[src/fbsq_pkg.sv]
package fbsq_pkg;
   localparam int ADDR_W = 24;
   localparam int DATA_W = 16;
   localparam int BUF_WORDS = 32;
   localparam int IDX_W = 5;
   localparam int SECT_LSB = 16;
   localparam int SECT_W = 8;
   localparam int NSECT = 256;
   localparam int BANK_W = 4;
   localparam int NBANK = 16;
   localparam int PAGE_LSB = 5;
   localparam int PAGE_W = 19;
   localparam logic [11:0] OFS_A = 12'h555;
   localparam logic [11:0] OFS_B = 12'h2aa;
   localparam logic [15:0] CD_UNL1 = 16'h00aa;
   localparam logic [15:0] CD_UNL2 = 16'h0055;
   localparam logic [15:0] CD_BUFLOAD = 16'h0025;
   localparam logic [15:0] CD_CONFIRM = 16'h0029;
   localparam logic [15:0] CD_ABORT_RST = 16'h00f0;
   localparam logic [15:0] CD_ERS_SETUP = 16'h0080;
   localparam logic [15:0] CD_SECT_ERS = 16'h0030;
   localparam logic [15:0] CD_SUSPEND = 16'h00b0;
   localparam logic [15:0] MAX_COUNT = 16'h001f;
   localparam int CLK_NS = 20;
   localparam int ERASE_ACCEPT_WINDOW_NS = 50000;
   localparam int WIN_CYC = (ERASE_ACCEPT_WINDOW_NS + CLK_NS - 1) / CLK_NS;
   localparam int WIN_W = 12;
   localparam int ST_POLL = 7;
   localparam int ST_TOG = 6;
   localparam int ST_TLIM = 5;
   localparam int ST_TMR = 3;
   localparam int ST_ETOG = 2;
   localparam int ST_ABORT = 1;
   localparam logic [15:0] RDATA_RST = 16'h0000;
   typedef enum logic [1:0] {
      ACMD_NOP = 2'b00,
      ACMD_PROG = 2'b01,
      ACMD_PREPROG = 2'b10,
      ACMD_ERASE = 2'b11
   } fbsq_acmd_t;
   typedef enum logic [3:0] {
      S_IDLE = 4'b0000,
      S_U1 = 4'b0001,
      S_U2 = 4'b0010,
      S_WB_CNT = 4'b0011,
      S_WB_LOAD = 4'b0100,
      S_WB_CONF = 4'b0101,
      S_WB_PROG = 4'b0110,
      S_ABORT = 4'b0111,
      S_AB_U1 = 4'b1000,
      S_AB_U2 = 4'b1001,
      S_ES = 4'b1010,
      S_EU1 = 4'b1011,
      S_EU2 = 4'b1100,
      S_WIN = 4'b1101,
      S_RUN = 4'b1110
   } fbsq_state_t;
endpackage

[src/fbsq_buf_if.sv]
`timescale 1ns/1ps
`default_nettype none
interface fbsq_buf_if;
   logic clr;
   logic wr_en;
   logic [4:0] wr_idx;
   logic [15:0] wr_data;
   logic [4:0] rd_idx;
   logic [15:0] rd_data;
   logic rd_valid;
   modport master (output clr, output wr_en, output wr_idx, output wr_data,
                   output rd_idx, input rd_data, input rd_valid);
   modport store (input clr, input wr_en, input wr_idx, input wr_data,
                  input rd_idx, output rd_data, output rd_valid);
endinterface
`default_nettype wire

[src/fbsq_seq.sv]
// Notes on behaviour
// - Sequences open with AA@555, 55@2AA unlocks
// - Code 25 in sector enters buffer load
// - Confirm 29 at sector starts array transfer
// - Program sequence spans six to 37 writes
// - Unlocks then F0@555 leave abort state
// - Erase preprograms to zero, then erases
// - Erased words read back as array data (model: address ^ 5a5a), not all ones
// - Window after erase command accepts more sectors
// - Window starts at final command write
// - Sectors queue any order, each before timeout
// - Late sector write: ignored here, erase runs on
// - Other write in window cancels, bank reads
// - Status bit shows window expired
// - Erase done returns bank to array read
// - Erasing bank reads return polling and toggles
// - During erase only suspend is honoured
// - Reset stops any operation at once
// - Erase is six writes: unlocks, 80, unlocks, 30
// - Abort on big count, sector, page, confirm
// - Abort status: flag 1, poll inverted, toggle
`timescale 1ns/1ps
`default_nettype none
module fbsq_seq (
   input wire logic i_clk_sys,
   input wire logic i_reset,
   input wire logic [23:0] i_addr,
   input wire logic [15:0] i_wdata,
   input wire logic i_wr,
   input wire logic i_rd,
   output logic [15:0] o_rdata,
   input wire logic [15:0] i_arr_rdata,
   output fbsq_pkg::fbsq_acmd_t o_arr_cmd,
   output logic [23:0] o_arr_addr,
   output logic [15:0] o_arr_data,
   output logic o_arr_req,
   input wire logic i_arr_done,
   output logic o_busy,
   output logic o_erase_suspend
);
   function automatic logic [7:0] sect_of(input logic [23:0] a);
      sect_of = a[23:16];
   endfunction

   function automatic logic [7:0] low_sect(input logic [255:0] m);
      low_sect = 8'h00;
      for (int i = fbsq_pkg::NSECT - 1; i >= 0; i--)
         if (m[i]) low_sect = 8'(i);
   endfunction

   function automatic logic [15:0] bank_mask(input logic [255:0] m);
      bank_mask = 16'h0000;
      for (int i = 0; i < fbsq_pkg::NSECT; i++)
         if (m[i]) bank_mask[i >> 4] = 1'b1;
   endfunction

   fbsq_pkg::fbsq_state_t state_q, state_d;
   logic [7:0] sect_q;
   logic [5:0] cnt_q;
   logic [18:0] page_q;
   logic page_set_q;
   logic [15:0] last_data_q;
   logic [5:0] prog_idx_q;
   logic wait_q;
   logic phase_q;
   logic [255:0] mask_q;
   logic [11:0] win_cnt_q;
   logic tog_q;
   logic etog_q;
   logic [15:0] rdata_q;
   logic arr_req_q;
   fbsq_pkg::fbsq_acmd_t arr_cmd_q;
   logic [23:0] arr_addr_q;
   logic [15:0] arr_data_q;
   logic suspend_q;
   logic [15:0] stat;

   fbsq_buf_if wb ();

   fbsq_wbuf u_wbuf (
      .i_clk_sys(i_clk_sys),
      .i_reset(i_reset),
      .bus(wb.store)
   );

   // Write decoding
   wire is_a = i_addr[11:0] == fbsq_pkg::OFS_A;
   wire is_b = i_addr[11:0] == fbsq_pkg::OFS_B;
   wire wr_unl1 = i_wr && is_a && i_wdata == fbsq_pkg::CD_UNL1;
   wire wr_unl2 = i_wr && is_b && i_wdata == fbsq_pkg::CD_UNL2;
   wire wr_25 = i_wr && i_wdata == fbsq_pkg::CD_BUFLOAD;
   wire wr_29 = i_wr && i_wdata == fbsq_pkg::CD_CONFIRM;
   wire wr_30 = i_wr && i_wdata == fbsq_pkg::CD_SECT_ERS;
   wire wr_b0 = i_wr && i_wdata == fbsq_pkg::CD_SUSPEND;
   wire wr_80a = i_wr && is_a && i_wdata == fbsq_pkg::CD_ERS_SETUP;
   wire wr_f0a = i_wr && is_a && i_wdata == fbsq_pkg::CD_ABORT_RST;
   wire [7:0] wsect = sect_of(i_addr);
   wire same_sect = wsect == sect_q;
   wire same_page = i_addr[23:5] == page_q;
   wire cnt_bad = i_wdata > fbsq_pkg::MAX_COUNT || !same_sect;
   wire load_bad = !same_sect || (page_set_q && !same_page);
   wire load_ok = state_q == fbsq_pkg::S_WB_LOAD && i_wr && !load_bad;
   wire cnt_wr = state_q == fbsq_pkg::S_WB_CNT && i_wr;

   // Status decoding
   wire in_prog = state_q == fbsq_pkg::S_WB_PROG;
   wire in_win = state_q == fbsq_pkg::S_WIN;
   wire in_run = state_q == fbsq_pkg::S_RUN;
   wire abort_st = state_q inside {fbsq_pkg::S_ABORT, fbsq_pkg::S_AB_U1, fbsq_pkg::S_AB_U2};
   wire [3:0] rd_bank = i_addr[23:20];
   wire [15:0] ers_banks = bank_mask(mask_q);
   wire ers_hit = (in_win || in_run) && ers_banks[rd_bank];
   wire prg_hit = (in_prog || abort_st) && rd_bank == sect_q[7:4];
   wire rd_busy = ers_hit || prg_hit;
   wire ers_sect_hit = ers_hit && mask_q[sect_of(i_addr)];

   // Array engine decoding
   wire prog_done = prog_idx_q == 6'(fbsq_pkg::BUF_WORDS);
   wire mask_empty = mask_q == '0;
   wire [7:0] eng_sect = low_sect(mask_q);
   wire prog_issue = in_prog && !wait_q && !prog_done && wb.rd_valid;
   wire prog_skip = in_prog && !wait_q && !prog_done && !wb.rd_valid;
   wire ers_issue = in_run && !wait_q && !mask_empty;
   wire sect_add = wr_30 && (state_q == fbsq_pkg::S_EU2 || in_win);
   wire win_cancel = in_win && i_wr && !wr_30 && !wr_b0;

   always_comb begin
      state_d = state_q;
      unique case (state_q)
         fbsq_pkg::S_IDLE: begin
            if (wr_unl1) state_d = fbsq_pkg::S_U1;
         end
         fbsq_pkg::S_U1: begin
            if (i_wr) state_d = wr_unl2 ? fbsq_pkg::S_U2 : fbsq_pkg::S_IDLE;
         end
         fbsq_pkg::S_U2: begin
            if (wr_25) state_d = fbsq_pkg::S_WB_CNT;
            else if (wr_80a) state_d = fbsq_pkg::S_ES;
            else if (i_wr) state_d = fbsq_pkg::S_IDLE;
         end
         fbsq_pkg::S_WB_CNT: begin
            if (i_wr) state_d = cnt_bad ? fbsq_pkg::S_ABORT : fbsq_pkg::S_WB_LOAD;
         end
         fbsq_pkg::S_WB_LOAD: begin
            if (i_wr && load_bad) state_d = fbsq_pkg::S_ABORT;
            else if (i_wr && cnt_q == 6'd1) state_d = fbsq_pkg::S_WB_CONF;
         end
         fbsq_pkg::S_WB_CONF: begin
            if (i_wr) begin
               state_d = (wr_29 && same_sect) ? fbsq_pkg::S_WB_PROG : fbsq_pkg::S_ABORT;
            end
         end
         fbsq_pkg::S_WB_PROG: begin
            if (!wait_q && prog_done) state_d = fbsq_pkg::S_IDLE;
         end
         fbsq_pkg::S_ABORT: begin
            if (wr_unl1) state_d = fbsq_pkg::S_AB_U1;
         end
         fbsq_pkg::S_AB_U1: begin
            if (i_wr) state_d = wr_unl2 ? fbsq_pkg::S_AB_U2 : fbsq_pkg::S_ABORT;
         end
         fbsq_pkg::S_AB_U2: begin
            if (i_wr) state_d = wr_f0a ? fbsq_pkg::S_IDLE : fbsq_pkg::S_ABORT;
         end
         fbsq_pkg::S_ES: begin
            if (i_wr) state_d = wr_unl1 ? fbsq_pkg::S_EU1 : fbsq_pkg::S_IDLE;
         end
         fbsq_pkg::S_EU1: begin
            if (i_wr) state_d = wr_unl2 ? fbsq_pkg::S_EU2 : fbsq_pkg::S_IDLE;
         end
         fbsq_pkg::S_EU2: begin
            if (i_wr) state_d = wr_30 ? fbsq_pkg::S_WIN : fbsq_pkg::S_IDLE;
         end
         fbsq_pkg::S_WIN: begin
            if (win_cancel) state_d = fbsq_pkg::S_IDLE;
            else if (wr_b0) state_d = fbsq_pkg::S_RUN;
            else if (!wr_30 && win_cnt_q == 12'h000) state_d = fbsq_pkg::S_RUN;
         end
         fbsq_pkg::S_RUN: begin
            if (!wait_q && mask_empty) state_d = fbsq_pkg::S_IDLE;
         end
         default: state_d = fbsq_pkg::S_IDLE;
      endcase
   end

   always_ff @(posedge i_clk_sys) begin
      if (i_reset) state_q <= fbsq_pkg::S_IDLE;
      else state_q <= state_d;
   end

   // Buffer loading
   always_ff @(posedge i_clk_sys) begin
      if (i_reset) begin
         sect_q <= 8'h00;
         cnt_q <= 6'h00;
         page_set_q <= 1'b0;
      end else begin
         if (state_q == fbsq_pkg::S_U2 && wr_25) sect_q <= wsect;
         if (cnt_wr) cnt_q <= i_wdata[5:0] + 6'h01;
         else if (load_ok) cnt_q <= cnt_q - 6'h01;
         if (cnt_wr) page_set_q <= 1'b0;
         else if (load_ok) page_set_q <= 1'b1;
      end
   end

   always_ff @(posedge i_clk_sys) begin
      if (i_reset) begin
         page_q <= 19'h00000;
         last_data_q <= 16'h0000;
      end else if (load_ok) begin
         if (!page_set_q) page_q <= i_addr[23:5];
         last_data_q <= i_wdata;
      end
   end

   assign wb.clr = cnt_wr;
   assign wb.wr_en = load_ok;
   assign wb.wr_idx = i_addr[4:0];
   assign wb.wr_data = i_wdata;
   assign wb.rd_idx = prog_idx_q[4:0];

   // Array engine: buffered words, then queued sectors
   always_ff @(posedge i_clk_sys) begin
      if (i_reset) begin
         prog_idx_q <= 6'h00;
         wait_q <= 1'b0;
         phase_q <= 1'b0;
      end else begin
         if (!in_prog) prog_idx_q <= 6'h00;
         else if (prog_skip || (wait_q && i_arr_done)) prog_idx_q <= prog_idx_q + 6'h01;
         if (prog_issue || ers_issue) wait_q <= 1'b1;
         else if (i_arr_done) wait_q <= 1'b0;
         if (!in_run) phase_q <= 1'b0;
         else if (wait_q && i_arr_done) phase_q <= !phase_q;
      end
   end

   always_ff @(posedge i_clk_sys) begin
      if (i_reset || win_cancel) mask_q <= '0;
      else if (sect_add) mask_q[wsect] <= 1'b1;
      else if (in_run && wait_q && i_arr_done && phase_q) mask_q[eng_sect] <= 1'b0;
   end

   always_ff @(posedge i_clk_sys) begin
      if (i_reset) win_cnt_q <= 12'h000;
      else if (sect_add) win_cnt_q <= 12'(fbsq_pkg::WIN_CYC);
      else if (in_win && win_cnt_q != 12'h000) win_cnt_q <= win_cnt_q - 12'h001;
   end

   always_ff @(posedge i_clk_sys) begin
      if (i_reset) begin
         arr_req_q <= 1'b0;
         arr_cmd_q <= fbsq_pkg::ACMD_NOP;
         arr_addr_q <= 24'h000000;
         arr_data_q <= 16'h0000;
      end else begin
         arr_req_q <= prog_issue || ers_issue;
         if (prog_issue) begin
            arr_cmd_q <= fbsq_pkg::ACMD_PROG;
            arr_addr_q <= {page_q, prog_idx_q[4:0]};
            arr_data_q <= wb.rd_data;
         end else if (ers_issue) begin
            arr_cmd_q <= phase_q ? fbsq_pkg::ACMD_ERASE : fbsq_pkg::ACMD_PREPROG;
            arr_addr_q <= {eng_sect, 16'h0000};
            arr_data_q <= 16'h0000;
         end
      end
   end

   // Only suspend is honoured once erasing; other writes fall through
   always_ff @(posedge i_clk_sys) begin
      if (i_reset) suspend_q <= 1'b0;
      else suspend_q <= wr_b0 && (in_win || in_run);
   end

   // Status reads
   always_comb begin
      stat = 16'h0000;
      stat[fbsq_pkg::ST_POLL] = ers_hit ? 1'b0 : !last_data_q[7];
      stat[fbsq_pkg::ST_TOG] = tog_q;
      stat[fbsq_pkg::ST_TLIM] = 1'b0;
      stat[fbsq_pkg::ST_TMR] = in_run;
      stat[fbsq_pkg::ST_ETOG] = etog_q;
      stat[fbsq_pkg::ST_ABORT] = abort_st;
   end

   always_ff @(posedge i_clk_sys) begin
      if (i_reset) begin
         tog_q <= 1'b0;
         etog_q <= 1'b0;
         rdata_q <= fbsq_pkg::RDATA_RST;
      end else if (i_rd) begin
         if (rd_busy) tog_q <= !tog_q;
         if (ers_sect_hit) etog_q <= !etog_q;
         rdata_q <= rd_busy ? stat : i_arr_rdata;
      end
   end

   assign o_rdata = rdata_q;
   assign o_arr_req = arr_req_q;
   assign o_arr_cmd = arr_cmd_q;
   assign o_arr_addr = arr_addr_q;
   assign o_arr_data = arr_data_q;
   assign o_busy = in_prog || in_win || in_run;
   assign o_erase_suspend = suspend_q;
endmodule
`default_nettype wire

[src/fbsq_wbuf.sv]
`timescale 1ns/1ps
`default_nettype none
module fbsq_wbuf (
   input wire logic i_clk_sys,
   input wire logic i_reset,
   fbsq_buf_if.store bus
);
   logic [15:0] mem_q [fbsq_pkg::BUF_WORDS];
   logic [fbsq_pkg::BUF_WORDS-1:0] vld_q;

   // Reloading a slot overwrites it; last data wins
   always_ff @(posedge i_clk_sys) begin
      if (i_reset || bus.clr) begin
         vld_q <= '0;
      end else if (bus.wr_en) begin
         vld_q[bus.wr_idx] <= 1'b1;
      end
   end

   always_ff @(posedge i_clk_sys) begin
      if (bus.wr_en) begin
         mem_q[bus.wr_idx] <= bus.wr_data;
      end
   end

   assign bus.rd_data = mem_q[bus.rd_idx];
   assign bus.rd_valid = vld_q[bus.rd_idx];
endmodule
`default_nettype wire

[config.mk]
export PLATFORM = sky130hd
export DESIGN_NAME = fbsq_seq
export DESIGN_NICKNAME = d
export VERILOG_FILES = /design/src/fbsq_pkg.sv /design/src/fbsq_buf_if.sv /design/src/fbsq_seq.sv /design/src/fbsq_wbuf.sv
export SDC_FILE = /design/constraint.sdc
export NUM_CORES = 2
export LEC_CHECK = 0
export ABC_AREA = 1
export BUFFER_PORTS_ARGS = -buffer_cell sky130_fd_sc_hd__buf_2
export CAP_MARGIN = 20
export CORE_ASPECT_RATIO = 2
export CORE_MARGIN = 5
export CORE_UTILIZATION = 40
export DETAILED_ROUTE_END_ITERATION = 16
export GPL_TIMING_DRIVEN = 0
export PLACE_DENSITY = 0.6
export SYNTH_ARGS = -nofsm -noshare
export SYNTH_HDL_FRONTEND = slang
export SYNTH_SLANG_ARGS = --single-unit
[constraint.sdc]
create_clock -name i_clk_sys -period 12.5 [get_ports i_clk_sys]
set_input_delay 1.25 -clock i_clk_sys [delete_from_list [all_inputs] [get_ports i_clk_sys]]
set_output_delay 1.25 -clock i_clk_sys [all_outputs]
set_load 0.01 [all_outputs]
**Yosys cells after proc, flatten, opt, wreduce, memory -nomap -nowiden**

Memory sizes are Yosys's and may differ from the RTL's. A register that Yosys moved wholly into a read port is not among the register bits.
Index checks and enable logic that the tools add are counted.

- Eq/ne operators: 44
- Reductions and logical operators: 87
- Bitwise gates (word level): 7
- Mux-type cells: 574
- $add $sub $neg: 4
- Magnitude comparators: 9

Operators by type and width:

| kind | count |
|---|---|
| 8-bit 2-to-1 mux | 256 |
| 256-bit 2-to-1 mux | 2 |
| 1-bit 2-to-1 mux | 271 |
| 256-bit AND | 1 |
| 256-bit logical NOT | 1 |
| 256-bit inverter | 1 |
| 256-bit bitwise OR | 1 |
| 4-bit 2-to-1 mux | 24 |
| 16-bit by 8-bit == test with 1-bit output (second input constant) | 4 |
| 4-bit one-hot mux with 15 select lines | 1 |
| 16-bit by 6-bit == test with 1-bit output (second input constant) | 3 |
| 16-bit 2-to-1 mux | 3 |
| 24-bit 2-to-1 mux | 2 |
| 1-bit logical AND | 43 |
| 32-bit bitwise OR | 1 |
| 4-bit == test (second input constant) | 7 |
| 12-bit 2-to-1 mux | 2 |
| 2-bit != test (second input constant) | 10 |
| 19-bit == test | 1 |
| 8-bit by 9-bit < comparator with 1-bit output (second input constant) | 2 |
| 1-bit demux with 8-bit select | 2 |
| 16-bit by 7-bit == test with 1-bit output (second input constant) | 1 |
| 4-bit by 3-bit == test with 1-bit output (second input constant) | 4 |
| 8-bit by 1-bit greater-or-equal comparator with 1-bit output (second input constant) | 2 |
| other kinds (38) | 80 |

- Bits of input ports: 61
- Output and inout bits: 61
- Memories: 1
- RAM bits: 512
- Register bits: 416

Memories:

| name | depth | bits a word | rd ports | clocked after memory_dff | write ports | RTL line | source |
|---|---|---|---|---|---|---|---|
| u_wbuf.mem_q | 32 | 16 | 1 | 1 | 1 | fbsq_wbuf.sv:8 | `logic [15:0] mem_q [fbsq_pkg::BUF_WORDS];` |

**Longest topological paths before layout**

- Word-level depth: 264
- Depth in mapped cells: 260
- Depth with buffers taken out: 259

**Cells and area by module**

A second synthesis with hierarchy kept.

- Cells, all modules: 5499
- Area total of the unflattened synthesis: 43758.2 um2

By module, submodules not included:

| module | times used | cells an instance | area an instance (um2) |
|---|---|---|---|
| fbsq_wbuf | 1 | 1973 | 22051.1 |
| fbsq_seq | 1 | 3526 | 21707.1 |

**Worst setup path after synthesis**

No wires, ideal clock.

- Path type: register -> register
- Start: register mask_q[254]
- End: register mask_q[40]
- Buffers on the path: 1
- Library setup time: 0.109 ns
- Cell stages (with the launch flop): 261
- Data arrival time: 11.679 ns
- Slack: 0.712 ns
- Cell sequence: dfxtp_1 > inv_2 > nand2_1 > nand2_1 > nand2_1 > nand2_1 > nand2_1 > nand2_1 > nand2_1 > nand2_1 > nand2_1 > nand2_1 > nand2_1 > nand2_1 > nand2_1 > nand2_1 > nand2_1 > nand2_1 > [... 225 more ...] > nand2_1 > nand2_1 > nand2_1 > nand2_1 > nand2_1 > nand2_1 > nand2_1 > nand2_1 > nand2_1 > nand2_2 > nand2_4 > nand2_4 > nand2_8 > nand2_8 > buf_4 > nand4_1 > nand2_1 > inv_1

- Longest elaborated chain between the ends: 263

Ends and longest elaborated chain:

| element | RTL line | source |
|---|---|---|
| from (decl) | fbsq_seq.sv:66 | `logic [255:0] mask_q;` |
| from (signal assigned) | fbsq_seq.sv:239 | `if (i_reset \|\| win_cancel) mask_q <= '0;` |
| from (signal, indexed assignment) | fbsq_seq.sv:240 | `else if (sect_add) mask_q[wsect] <= 1'b1;` |
| from (signal, indexed assignment) | fbsq_seq.sv:241 | `else if (in_run && wait_q && i_arr_done && phase_q) mask_q[eng_sect] <= 1'b0;` |
| 8-bit 2-to-1 mux * (255 in a row) | fbsq_seq.sv:48 | `if (m[i]) low_sect = 8'(i);` |
| 8-bit by 9-bit < comparator with 1-bit output (not written as such) or 8-bit by 1-bit greater-or-equal comparator with 1-bit output (tied branches) | fbsq_seq.sv:241 |  |
| 1-bit logical AND (not written as such) | fbsq_seq.sv:241 |  |
| 1-bit 2-to-1 mux (not written as such) | fbsq_seq.sv:241 |  |
| 1-bit demux with 8-bit select * | fbsq_seq.sv:241 |  |
| 256-bit inverter (no source line) * | -- |  |
| 256-bit AND (no source line) * | -- |  |
| 256-bit 2-to-1 mux * | fbsq_seq.sv:241 |  |
| 256-bit 2-to-1 mux * | fbsq_seq.sv:240 |  |

Every way passes the cells marked *; elsewhere a longest branch is shown, timed or not. The select of a mux whose other input is x is not followed.
A chain may end at the register's enable or synchronous reset.

**Final worst setup path**

- Start: register mask_q[251]
- End: register mask_q[221]

- Longest elaborated chain between the ends: 260

Ends and longest elaborated chain:

| element | RTL line |
|---|---|
| 8-bit 2-to-1 mux * (252 in a row) | fbsq_seq.sv:48 |
| 8-bit by 9-bit < comparator with 1-bit output (not written as such) or 8-bit by 1-bit greater-or-equal comparator with 1-bit output (tied branches) | fbsq_seq.sv:241 |
| 1-bit logical AND (not written as such) | fbsq_seq.sv:241 |
| 1-bit 2-to-1 mux (not written as such) | fbsq_seq.sv:241 |
| 1-bit demux with 8-bit select * | fbsq_seq.sv:241 |
| 256-bit inverter (no source line) * | -- |
| 256-bit AND (no source line) * | -- |
| 256-bit 2-to-1 mux * | fbsq_seq.sv:241 |
| 256-bit 2-to-1 mux * | fbsq_seq.sv:240 |

Marked as above.

==> flow_metrics.tcl <==
set metrics [dict create \
    final_common_cell "nand2_1" \
    final_area_mm2 0.0531 \
    final_nets 5768 \
    syn_nets 5447 \
    syn_to_final_growth_pct 17.9 \
    period_share 1.13 \
    startpoint_type "flip-flop" \
    insertion_delay_ps 730 \
    post-synth-top-area-fraction 0.341 \
    drtAntennaViolNets 0 \
    rsz0062_at_grt "yes" \
    grt-ovfl-total 0 \
    io_buffers 111 \
    synth_flop_cell "edfxtp_1" \
    slew_violations 0 \
    worstSetupEndpointType "flip-flop" \
    hp-class "flip-flop to flip-flop" \
    finalNonFillerCells 7279 \
    grt_pass1_vias 42800 \
    gp_congestion 1.04 \
    fmax_mhz 70.9 \
    skew_ps 33.6 \
    synth_area_mm2 0.0451 \
    critPathSlowestCell "dfxtp_1" \
    wl_um 224000 \
    htree_levels 3 \
    first_iter_violations 4511 \
    p_leak_nw 20.4 \
    core_mm2 0.112 \
    setup_slack_ps -1610 \
    ys_ff_latch 926 \
    synth_top_area_cell "edfxtp_1" \
    vias 43300 \
    die_area_mm2 0.120 \
    grt_pass1_wl_um 309000 \
    clockBufferDepth 3 \
    first_pass_iters 8 \
    grt_max_degree 39 \
    cts_root_buf "clkbuf_16" \
    cp_slowest_stage_delay_ps 450 \
    synth_edf_count 512 \
    synthCells 5377 \
    fin_crit_ps 14110 \
    die_x_um 247 \
    ir_drop_mv 0.117 \
    final_cell_mix "nand2_1, inv_1, edfxtp_1" \
    violations "negative setup slack" \
    drc_errors 0 \
    placed_cells 7056 \
    die_h_um 485 \
    critPathRequiredTime_ps 13110 \
    finalSetupViolations 256 \
    slew_headroom 0.102 \
    power_density_mw_per_mm2 121 \
    clk_pin_slew_ps 70 \
    avgSynthCellArea_um2 8.38 \
    hold_viol 0 \
    pin_count 122 \
    avgViaCountPerCell 5.95 \
    detailed_place_hpwl_um 168000 \
    fillers 11100 \
    cts_made_buffers 87 \
    cts.sinks 926 \
    maxCapViolations 0 \
    ys_seq_area_frac 0.525 \
    fp-row-count 174 \
    drt-wirelength-per-cell_um 30.8 \
    cp_max_fo 10 \
    grt_usage 0.364 \
    synthArstFlopShare 0 \
    placedInstanceArea_mm2 0.0487 \
    drive_gt1_frac 0.111 \
    status "finished with violations" \
    start_util 0.402 \
    antenna_found_initial 17 \
    synth_warnings 0 \
    tritoncts "built" \
    synthTopCellsByArea "edfxtp_1, dfxtp_1, nand2_1" \
    yosysUniqueCellTypes 60 \
    criticalPathCategory "flip-flop to flip-flop" \
    cp_common_cell "nand2_1" \
    tightest_slew_ps 1340 \
    fin_setup_tns_ps -382110 \
    arrival_ps 14720 \
    dpl_worst_slack_ps -2260 \
]
final cells by class:
class | count | area, µm² | share of cell area
flip-flops and latches | 926 | 23700 | 0.445
clock inverters | 50 | 729 | 0.0137
clock buffers | 112 | 2350 | 0.0443
well taps | 1496 | 1870 | 0.0352
diodes | 12 | 30.0 | 0.000565
multi-input cells | 3506 | 17700 | 0.334
plain buffers | 303 | 1450 | 0.0272
inverters | 641 | 2970 | 0.0559
repair buffers | 233 | 2330 | 0.0438
per-stage QoR:
stage | util | hold slack (ps) | power (mW)
after global placement | 0.424 | 443 | 3.51
final | 0.474 | 460 | 6.42
after CTS | 0.469 | 460 | 6.43
after global routing | 0.474 | 475 | 6.56
after detailed placement | 0.434 | 449 | 3.52
after floorplan | - | 436 | 3.37
flip-flops by register name (all words and copies together), names as in the netlist, named ones only:
register / cells
u_wbuf.mem_q: 512
wait_q: 1
last_data_q: 1
tog_q: 1
phase_q: 1
o_arr_addr: 24
mask_q: 256
o_rdata: 16
o_erase_suspend: 1
o_arr_data: 16
win_cnt_q: 12
o_arr_req: 1
o_arr_cmd: 2
cnt_q: 6
sect_q: 8
page_set_q: 1
etog_q: 1
state_q: 4
prog_idx_q: 6
page_q: 19
u_wbuf.vld_q: 32
worst max-delay path, delay by kind of cell (launching register included):
family                 cells  cell delay [ps]
AND/OR/NAND/NOR          254            13040
buffers and inverters      3              440
flip-flops                 1              450
kinds of logic after synthesis:
| logic type | share of synthesized area |
|---|---|
| adders and majority gates | 0.00250 |
| buffers and inverters | 0.0942 |
| AOI/OAI and AO/OA | 0.157 |
| xor gates and xnor gates | 0.00602 |
| and+or+nand+nor | 0.215 |
| DFF | 0.525 |
synth_stat cells, drive strengths merged, types with 36 or more instances:
cell and instances:
nor4 62, edfxtp 512, bufinv 41, o21ai 340
nand2 1177, clkbuf 238, o221ai 36, o22ai 67
a22oi 65, nand4 161, nor3 41, buf 63
o311ai 55, inv 594, nor2 515, dfxtp 414
a21oi 480, nand3 311
worst paths after layout:
kind / cells past startpoint / slack [ps] / startpoint / end
setup / recovery: 257 / -1610 / mask_q[251]$_SDFFE_PP0P_ / mask_q[221]$_SDFFE_PP0P_
hold / removal: 2 / 460 / o_arr_data[9]$_SDFFE_PP0P_ / o_arr_data[9]$_SDFFE_PP0P_
setup reg to reg: 257 / -1610 / mask_q[251]$_SDFFE_PP0P_ / mask_q[221]$_SDFFE_PP0P_
hold reg to reg: 2 / 460 / o_arr_data[9]$_SDFFE_PP0P_ / o_arr_data[9]$_SDFFE_PP0P_
layer usage:
metal | track usage | up-vias | routed length (µm) | part of all wire
met2 | 0.619 | 2553 | 108000 | 0.48
met4 | 0.383 | 4 | 31900 | 0.14
li1 | - | 19100 | - | -
met5 | 0 | - | 27 | 0.00012
met1 | 0.346 | 20500 | 67800 | 0.30
met3 | 0.0750 | 1115 | 16300 | 0.073
repair_timing:
item | in CTS | in global routing
buffers inserted | 24 | 7
setup endpoints to repair | 256 | 257
hold buffers | 0 | 0
cloned | 7 | 1
pin swaps | 7 | 14
resized for setup | 119 | 116
where the power goes:
part / switching (mW) / internal, mW
clock network: 1.30 / 1.66
registers: 0.00257 / 3.21
logic: 0.205 / 0.0526
total: 1.50 / 4.92
Note: power is estimated with default switching activity, not from simulation.
